## src/irq_ctl_pkg.sv

```systemverilog
/*
  constants, field layouts and carrier types of the eight-level interrupt controller.
  assumes one 200 MHz system clock shared with the cpu core and the peripherals.
*/
package irq_ctl_pkg;
  localparam int          LEVELS        = 8;
  localparam int          HW_SOURCES    = 11;
  localparam logic [11:0] VEC_STEP      = 12'h0040;
  localparam logic [11:0] VEC_TOP       = 12'h01e0;
  localparam logic [7:0]  OPC_BASE      = 8'hc0;
  localparam logic [7:0]  RST_PENDING   = 8'h00;
  localparam logic [7:0]  RST_ACTIVE    = 8'h00;
  localparam logic        RST_IE        = 1'b0;
  localparam int          MC_CLOCKS     = 2;
  // i/o addresses (4-bit primary space)
  localparam logic [3:0]  IO_SWI_LO     = 4'h0;
  localparam logic [3:0]  IO_SWI_HI     = 4'h1;
  localparam logic [3:0]  IO_PEND_LO    = 4'h2;
  localparam logic [3:0]  IO_PEND_HI    = 4'h3;
  localparam logic [3:0]  IO_ACT_LO     = 4'h4;
  localparam logic [3:0]  IO_ACT_HI     = 4'h5;
  localparam logic [3:0]  IO_FLAGS      = 4'h6;
  // source index per level; level 0 is software only
  localparam int          SRC_L1_A      = 0;
  localparam int          SRC_L1_B      = 1;
  localparam int          SRC_L2        = 2;
  localparam int          SRC_L3        = 3;
  localparam int          SRC_L4        = 4;
  localparam int          SRC_L5_CMP1   = 5;
  localparam int          SRC_L5_CMP2   = 6;
  localparam int          SRC_L5_EDGE   = 7;
  localparam int          SRC_L6_A      = 8;
  localparam int          SRC_L6_B      = 9;
  localparam int          SRC_L7        = 10;

  typedef struct packed {
    logic [7:0]  opcode;
    logic [11:0] vector;
  } ack_s;

  typedef struct packed {
    logic                  phase;
    logic                  ie;
    logic [LEVELS-1:0]     pending;
    logic [LEVELS-1:0]     active;
    logic [HW_SOURCES-1:0] hold;
    logic [3:0]            swi_lo;
    logic                  irq_req;
    logic                  ack;
    ack_s                  ack_info;
    logic [3:0]            rdata;
  } ctl_state_s;
endpackage : irq_ctl_pkg

```

## src/irq_ctl.sv

```systemverilog
/*
  eight-level prioritised interrupt controller of the 4-bit stack core.
  assumes the core drives instruction strobes and the i/o bus on i_clk, and that
  peripheral request pulses and their mask bits are synchronous to i_clk.
*/
// Behaviour
// - global enable gates every service start; reset is not affected by it
// - enable cleared by reset or disable; set only by enable or sleep
// - eight levels, fixed priorities, own vector; hardware or software sources
// - one 8-bit pending and one 8-bit active register, bit per level
// - requests sampled into pending every machine cycle that is not i/o
// - cpu signalled only when no higher level is active
// - acknowledge runs a short vector call and pushes the current pc
// - return clears serviced level in pending and active, pc from stack
// - with enable clear requests still latch; dispatch waits for enable
// - repeat request on a set pending bit merges; no counting
// - request to service start takes 3 to 4 system clocks at an instruction boundary
// - a machine cycle is two system clocks
// - vectors 040h upward in 040h steps to 1C0h; top level 1E0h
// - each level injects its own one-byte short call opcode
// - soft interrupt writes two popped nibbles to pending over i/o bus
// - soft requests are prioritised and retired like hardware ones
// - eleven hardware sources on seven levels, each individually maskable
// - third timer level shared by compare one, compare two, edge event
// - i/o bus reaches one of 16 primary addresses
// - master reset clears enable, pending and active
module irq_ctl
  import irq_ctl_pkg::*;
(
  input  wire logic                  i_clk,       // system clock
  input  wire logic                  i_rst,       // master reset, async high
  input  wire logic [HW_SOURCES-1:0] i_hw_src,    // peripheral request pulses
  input  wire logic [HW_SOURCES-1:0] i_src_mask,  // 1 = source masked
  input  wire logic                  i_io_cycle,  // current cycle is an i/o access
  input  wire logic                  i_instr_end, // instruction boundary
  input  wire logic                  i_di,        // disable instruction
  input  wire logic                  i_ei,        // enable instruction
  input  wire logic                  i_sleep,     // sleep instruction
  input  wire logic                  i_rti,       // return-from-interrupt
  input  wire logic [3:0]            i_io_addr,   // i/o bus address
  input  wire logic [3:0]            i_io_wdata,  // i/o bus write nibble
  input  wire logic                  i_io_wr,     // i/o write strobe
  input  wire logic                  i_io_rd,     // i/o read strobe
  output logic [3:0]                 o_io_rdata,  // read nibble, one cycle later
  output logic                       o_irq_req,   // interrupt signalled to cpu
  output logic                       o_ack,       // acknowledge cycle pulse
  output logic                       o_push_pc,   // push pc to return stack
  output logic [7:0]                 o_short_vector_call_op,  // injected short call opcode
  output logic [11:0]                o_vector,    // service routine address
  output logic                       o_ie,        // global enable flag
  output logic [7:0]                 o_pending,   // pending register
  output logic [7:0]                 o_active     // active register
);

  ctl_state_s st;
  ctl_state_s next_st;

  // highest set bit; valid flag in bit 3
  function automatic logic [3:0] top_level(input logic [7:0] v);
    logic [3:0] r;
    r = 4'h0;
    for (int i = 0; i < LEVELS; i++) begin
      if (v[i]) begin
        r = {1'b1, 3'(i)};
      end
    end
    return r;
  endfunction : top_level

  function automatic ack_s level_ack(input logic [2:0] lvl);
    ack_s a;
    a.vector = (lvl == 3'd7) ? VEC_TOP : 12'(VEC_STEP * (12'(lvl) + 12'd1));
    a.opcode = OPC_BASE | 8'(a.vector >> 3);
    return a;
  endfunction : level_ack

  logic [HW_SOURCES-1:0] src_live;
  logic [LEVELS-1:0]     src_level;
  logic [LEVELS-1:0]     pend_hold;
  logic [3:0]            cand;
  logic [3:0]            act_top;
  logic                  cand_ok;
  logic                  sample;
  logic                  take_ack;
  logic [LEVELS-1:0]     cand_bit;
  logic [LEVELS-1:0]     rti_bit;
  logic [LEVELS-1:0]     swi_bits;

  assign src_live = i_hw_src & ~i_src_mask;

  // fold eleven sources onto seven levels
  always_comb begin
    src_level    = '0;
    pend_hold    = '0;
    src_level[1] = st.hold[SRC_L1_A] | st.hold[SRC_L1_B];
    src_level[2] = st.hold[SRC_L2];
    src_level[3] = st.hold[SRC_L3];
    src_level[4] = st.hold[SRC_L4];
    src_level[5] = st.hold[SRC_L5_CMP1] | st.hold[SRC_L5_CMP2] | st.hold[SRC_L5_EDGE];
    src_level[6] = st.hold[SRC_L6_A] | st.hold[SRC_L6_B];
    src_level[7] = st.hold[SRC_L7];
    pend_hold    = st.pending & ~st.active;
  end

  // a level already active keeps its pending bit until return, so it is excluded
  assign cand     = top_level(pend_hold);
  assign act_top  = top_level(st.active);
  assign cand_ok  = cand[3] && (!act_top[3] || cand[2:0] > act_top[2:0]);
  assign sample   = st.phase && !i_io_cycle;
  assign take_ack = st.irq_req && cand_ok && st.ie && st.phase && i_instr_end && !st.ack;
  assign cand_bit = take_ack ? (8'h01 << cand[2:0]) : 8'h00;
  assign rti_bit  = (i_rti && act_top[3]) ? (8'h01 << act_top[2:0]) : 8'h00;
  assign swi_bits = (i_io_wr && i_io_addr == IO_SWI_HI) ? {i_io_wdata, st.swi_lo} : 8'h00;

  always_comb begin
    next_st       = st;
    next_st.phase = ~st.phase;
    next_st.ack   = 1'b0;
    next_st.rdata = 4'h0;

    // pulses between sample points are held; a new pulse beats the clear
    next_st.hold = (sample ? '0 : st.hold) | src_live;

    // enable flag: disable wins over a simultaneous set
    if (i_di) begin
      next_st.ie = 1'b0;
    end else if (i_ei || i_sleep) begin
      next_st.ie = 1'b1;
    end

    // set wins over retirement; a repeat on a set bit is simply absorbed
    next_st.pending = (st.pending & ~rti_bit)
                    | (sample ? src_level : 8'h00) | swi_bits;
    next_st.active  = (st.active & ~rti_bit) | cand_bit;

    next_st.irq_req = cand_ok && !take_ack;
    if (take_ack) begin
      next_st.ack      = 1'b1;
      next_st.ack_info = level_ack(cand[2:0]);
    end

    if (i_io_wr && i_io_addr == IO_SWI_LO) begin
      next_st.swi_lo = i_io_wdata;
    end

    if (i_io_rd) begin
      case (i_io_addr)
        IO_SWI_LO:  next_st.rdata = st.swi_lo;
        IO_PEND_LO: next_st.rdata = st.pending[3:0];
        IO_PEND_HI: next_st.rdata = st.pending[7:4];
        IO_ACT_LO:  next_st.rdata = st.active[3:0];
        IO_ACT_HI:  next_st.rdata = st.active[7:4];
        IO_FLAGS:   next_st.rdata = {1'b0, act_top[3], st.irq_req, st.ie};
        default:    next_st.rdata = 4'h0;
      endcase
    end
  end

  always_ff @(posedge i_clk or posedge i_rst) begin
    if (i_rst) begin
      st          <= '0;
      st.ie       <= RST_IE;
      st.pending  <= RST_PENDING;
      st.active   <= RST_ACTIVE;
    end else begin
      st <= next_st;
    end
  end

  assign o_io_rdata = st.rdata;
  assign o_irq_req  = st.irq_req;
  assign o_ack      = st.ack;
  assign o_push_pc  = st.ack;
  assign o_short_vector_call_op = st.ack_info.opcode;
  assign o_vector   = st.ack_info.vector;
  assign o_ie       = st.ie;
  assign o_pending  = st.pending;
  assign o_active   = st.active;
endmodule : irq_ctl

```

## config.mk

```make
export PLATFORM = sky130hd
export DESIGN_NAME = irq_ctl
export DESIGN_NICKNAME = d
export VERILOG_FILES = /design/src/irq_ctl_pkg.sv /design/src/irq_ctl.sv
export SDC_FILE = /design/constraint.sdc
export NUM_CORES = 1
export LEC_CHECK = 0
export BUFFER_PORTS_ARGS = -buffer_cell sky130_fd_sc_hd__buf_2
export CORE_AREA = 2 2 107 57
export DETAILED_ROUTE_END_ITERATION = 16
export DIE_AREA = 0 0 109 59
export GPL_TIMING_DRIVEN = 0
export PLACE_DENSITY_LB_ADDON = 0.3
export SYNTH_ARGS = -nofsm -noshare
export SYNTH_HDL_FRONTEND = slang
export SYNTH_SLANG_ARGS = --single-unit
```

## constraint.sdc

```tcl
create_clock -name i_clk -period 3.27 [get_ports i_clk]
set_clock_uncertainty 0.15 [all_clocks]
set_input_delay 0.4905 -clock i_clk [delete_from_list [all_inputs] [get_ports i_clk]]
set_output_delay 0.4905 -clock i_clk [all_outputs]
set_load 0.01 [all_outputs]
```

==> run metrics <==
outcome complete, no violations; proportion of synthesized flip-flops having asynchronous set or reset 100%; wire length per cell after detailed routing 13.9 µm; Synth Instances 290; ANT cells 0; final critical path time including I/O delays and setup 3090 ps; HPWL Detailed 4920 µm; worst IR drop on VDD 0.299 mV; highest-count cells in the layout ignoring fill and taps 73 x sky130_fd_sc_hd__buf_2, 45 x sky130_fd_sc_hd__dfrtp_1, 42 x sky130_fd_sc_hd__buf_4, 30 x sky130_fd_sc_hd__o21ai_0, 28 x sky130_fd_sc_hd__nand2_1; area added between synthesis and finish 22.4%; number of clock buffers inserted by TritonCTS 5; CTS tree done; total setup buffers inserted after CTS 0; share of final-layout standard cells stronger than drive strength 1 38.8%; total of flip-flops plus latches after synthesis 45; Final Max Tran Viols 0; quantity of hold-fixing buffers added after cts 0; unique cell type count in the Yosys netlist 51; sequential element share of the synthesized area 41.6%; via/cell ratio 4.99; total global-route track usage 21.1%; global placer's final weighted congestion 0.855; total number of clock tree sinks 45; die extent in x 109 µm; count of instances resized after the clock tree is built 0; count of fill cells added during filler insertion 496; f_max 0.324 GHz; synthesis warning total 0; final routed wirelength across all metal layers 6270 µm; data arrival time of the critical path 3120 ps; slowest CP cell sky130_fd_sc_hd__or3_4; height of the die 59 µm; number of maximum-capacitance violations 0; path category of the worst min-delay check in2async; pwr/cell area 539 nW/µm²; cell at the root of the clock tree sky130_fd_sc_hd__clkbuf_8; Setup Viol. Count Final 0; number of primary I/O pins 84; combined buffer and inverter count along the critical path 2; chain of cells forming the critical path buf_4, nand2b_1, a32o_1, a31oi_4, ha_1, nand3_1, o21ai_0, o21a_4, or3_4, buf_6, mux2_4; DRC violations left 0; Placeable Area 5400 µm²; overall overflow remaining after global route 0; Clock transition at path regs 90 ps; Total Negative Setup Slacks 0 ps; slew at the pin with the worst max-slew slack 917 ps; Relative slew margins 38.4%; Critical Path End Type register; Avg Synthesized Cell Area 9.34 µm²; H-tree levels 2; Port Buffer Count 72; final cycle utilization of the critical path 94.4%; antenna violations before repair 0; starting DRC count in detailed routing 92; maximum number of pins on one net before global-route repair 46; required time of the critical path 3310 ps; total die area 6430 µm²; final-report hold violation count 0; cell family contributing the most delay on the critical path compound AO/OA/AOI/OAI gates; initial core utilization 50.2%; DR vias 2255; Top FF cell, synth sky130_fd_sc_hd__dfrtp_1; Post-synth EDFFs 0; number of rows in the core area 19; critical path class reg2reg; Final ANT Viol Nets 0; Skew-Pair Late Insertion Delay 300 ps; RSZ-0062 raised after global routing no; post-layout net count 425; via count of the first global-routing pass 2105; number of iterations in the first detailed-routing pass 4; category of the worst setup path launch point register; most common cell after layout, fill and taps aside sky130_fd_sc_hd__buf_2; highest cell delay on the worst timing path 400 ps; first-pass GRT wire length 10300 µm; maximum clock path buffer count 2; CP Max Fanout 10; end-of-flow core utilization 61.4%; post-layout power 1.79 mW; Static Leakage 1.66 nW; post-synthesis instance area 2710 µm²
-- Yosys cell counts (4+ instances only) --
cell type / n / area, µm²
sky130_fd_sc_hd__clkbuf_1: 4 / 15.0
sky130_fd_sc_hd__nand2b_1: 10 / 62.6
sky130_fd_sc_hd__buf_4: 42 / 315
sky130_fd_sc_hd__inv_1: 28 / 105
sky130_fd_sc_hd__mux2i_1: 4 / 40.0
sky130_fd_sc_hd__nor3_1: 7 / 35.0
sky130_fd_sc_hd__dfrtp_1: 45 / 1130
sky130_fd_sc_hd__ha_1: 7 / 87.6
sky130_fd_sc_hd__mux2_2: 6 / 67.6
sky130_fd_sc_hd__nand3_1: 7 / 35.0
sky130_fd_sc_hd__nand2_1: 28 / 105
sky130_fd_sc_hd__a22o_1: 4 / 35.0
sky130_fd_sc_hd__o21ai_0: 30 / 150
sky130_fd_sc_hd__nor2_1: 14 / 52.6
-- area by class of cell --
cell class	count	area, µm²	share of cell area (%)
plain buffers	50	369	11.1
clock inverters	3	21.3	0.642
flip-flops and latches	45	1130	34.0
repair buffers	73	380	11.5
inverters	29	109	3.28
well taps	73	91.3	2.76
multi-input cells	174	1150	34.7
clock buffers	5	68.8	2.08
-- layer usage --
layer	part of all wire [%]	track usage, %
met1	46	30.9
met2	44	32.7
met3	8.3	4.18
met4	0.84	4.76
met5	0	0
-- stage by stage --
| stage | hold WS (ps) | std cells | worst slack (ps) | instance area, µm² |
|---|---|---|---|---|
| after floorplan | 282 | 298 | 334 | 2740 |
| after global placement | 307 | 443 | 65.8 | 3190 |
| after detailed placement | 316 | 444 | 55.3 | 3210 |
| after CTS | 64.8 | 452 | 41.1 | 3300 |
| after global routing | 63.8 | 452 | 16.2 | 3310 |
| final | 50.5 | 452 | 182 | 3310 |
-- worst register-to-register path, delay by kind of cell (launching register included) --
family / cells / cell delay [ps]
AOI/OAI and AO/OA: 4 / 870
adders and majority gates: 1 / 270
buffers and inverters: 2 / 330
DFF: 1 / 380
muxes: 1 / 290
and+or+nand+nor: 3 / 680
-- final timing paths --
| path | slack (ps) | cells after the start | to | startpoint |
|---|---|---|---|---|
| min reg2reg | 330 | 1 | st[58]$_DFF_PP0_ | st[58]$_DFF_PP0_ |
| min in group i_clk | 170 | 2 | o_ie$_DFFE_PP0P_ | i_di |
| max in group asynchronous | 2690 | 3 | o_io_rdata[2]$_DFF_PP0_ | i_rst |
| max | 180 | 11 | o_vector[9]$_DFFE_PP0P_ | o_active[6]$_DFF_PP0_ |
| max reg2reg | 180 | 11 | o_vector[9]$_DFFE_PP0P_ | o_active[6]$_DFF_PP0_ |
| min | 50 | 3 | src_level[7]$_DFF_PP0_ | i_rst |
-- registers in the layout, summed over array words and instances (netlist names) --
signal                  count
src_level                   4
o_ack                       1
o_active                    8
o_irq_req                   1
o_short_vector_call_op      5
o_ie                        1
o_io_rdata                  4
o_pending                   8
st                         12
o_vector                    1
-- kinds of logic (layout without fill, tap and decap cells) --
group / after synthesis / in the layout / synth area share, %
AND/OR/NAND/NOR: 84 / 84 / 16.1
buffers and inverters: 79 / 160 / 17.7
AO/OA/AOI/OAI: 61 / 61 / 15.0
flip-flops: 45 / 45 / 41.6
multiplexers: 13 / 13 / 6.33
adder cells (fa/ha/maj): 7 / 7 / 3.23
other: 1 / 9 / 0.138
-- power breakdown --
| part | leakage, nW | switching (mW) | internal (mW) |
|---|---|---|---|
| Combinational | 1.09 | 0.347 | 0.367 |
| Sequential | 0.524 | 0.0769 | 0.642 |
| Clock | 0.0445 | 0.202 | 0.152 |
Power figures use the tool's default switching activity.
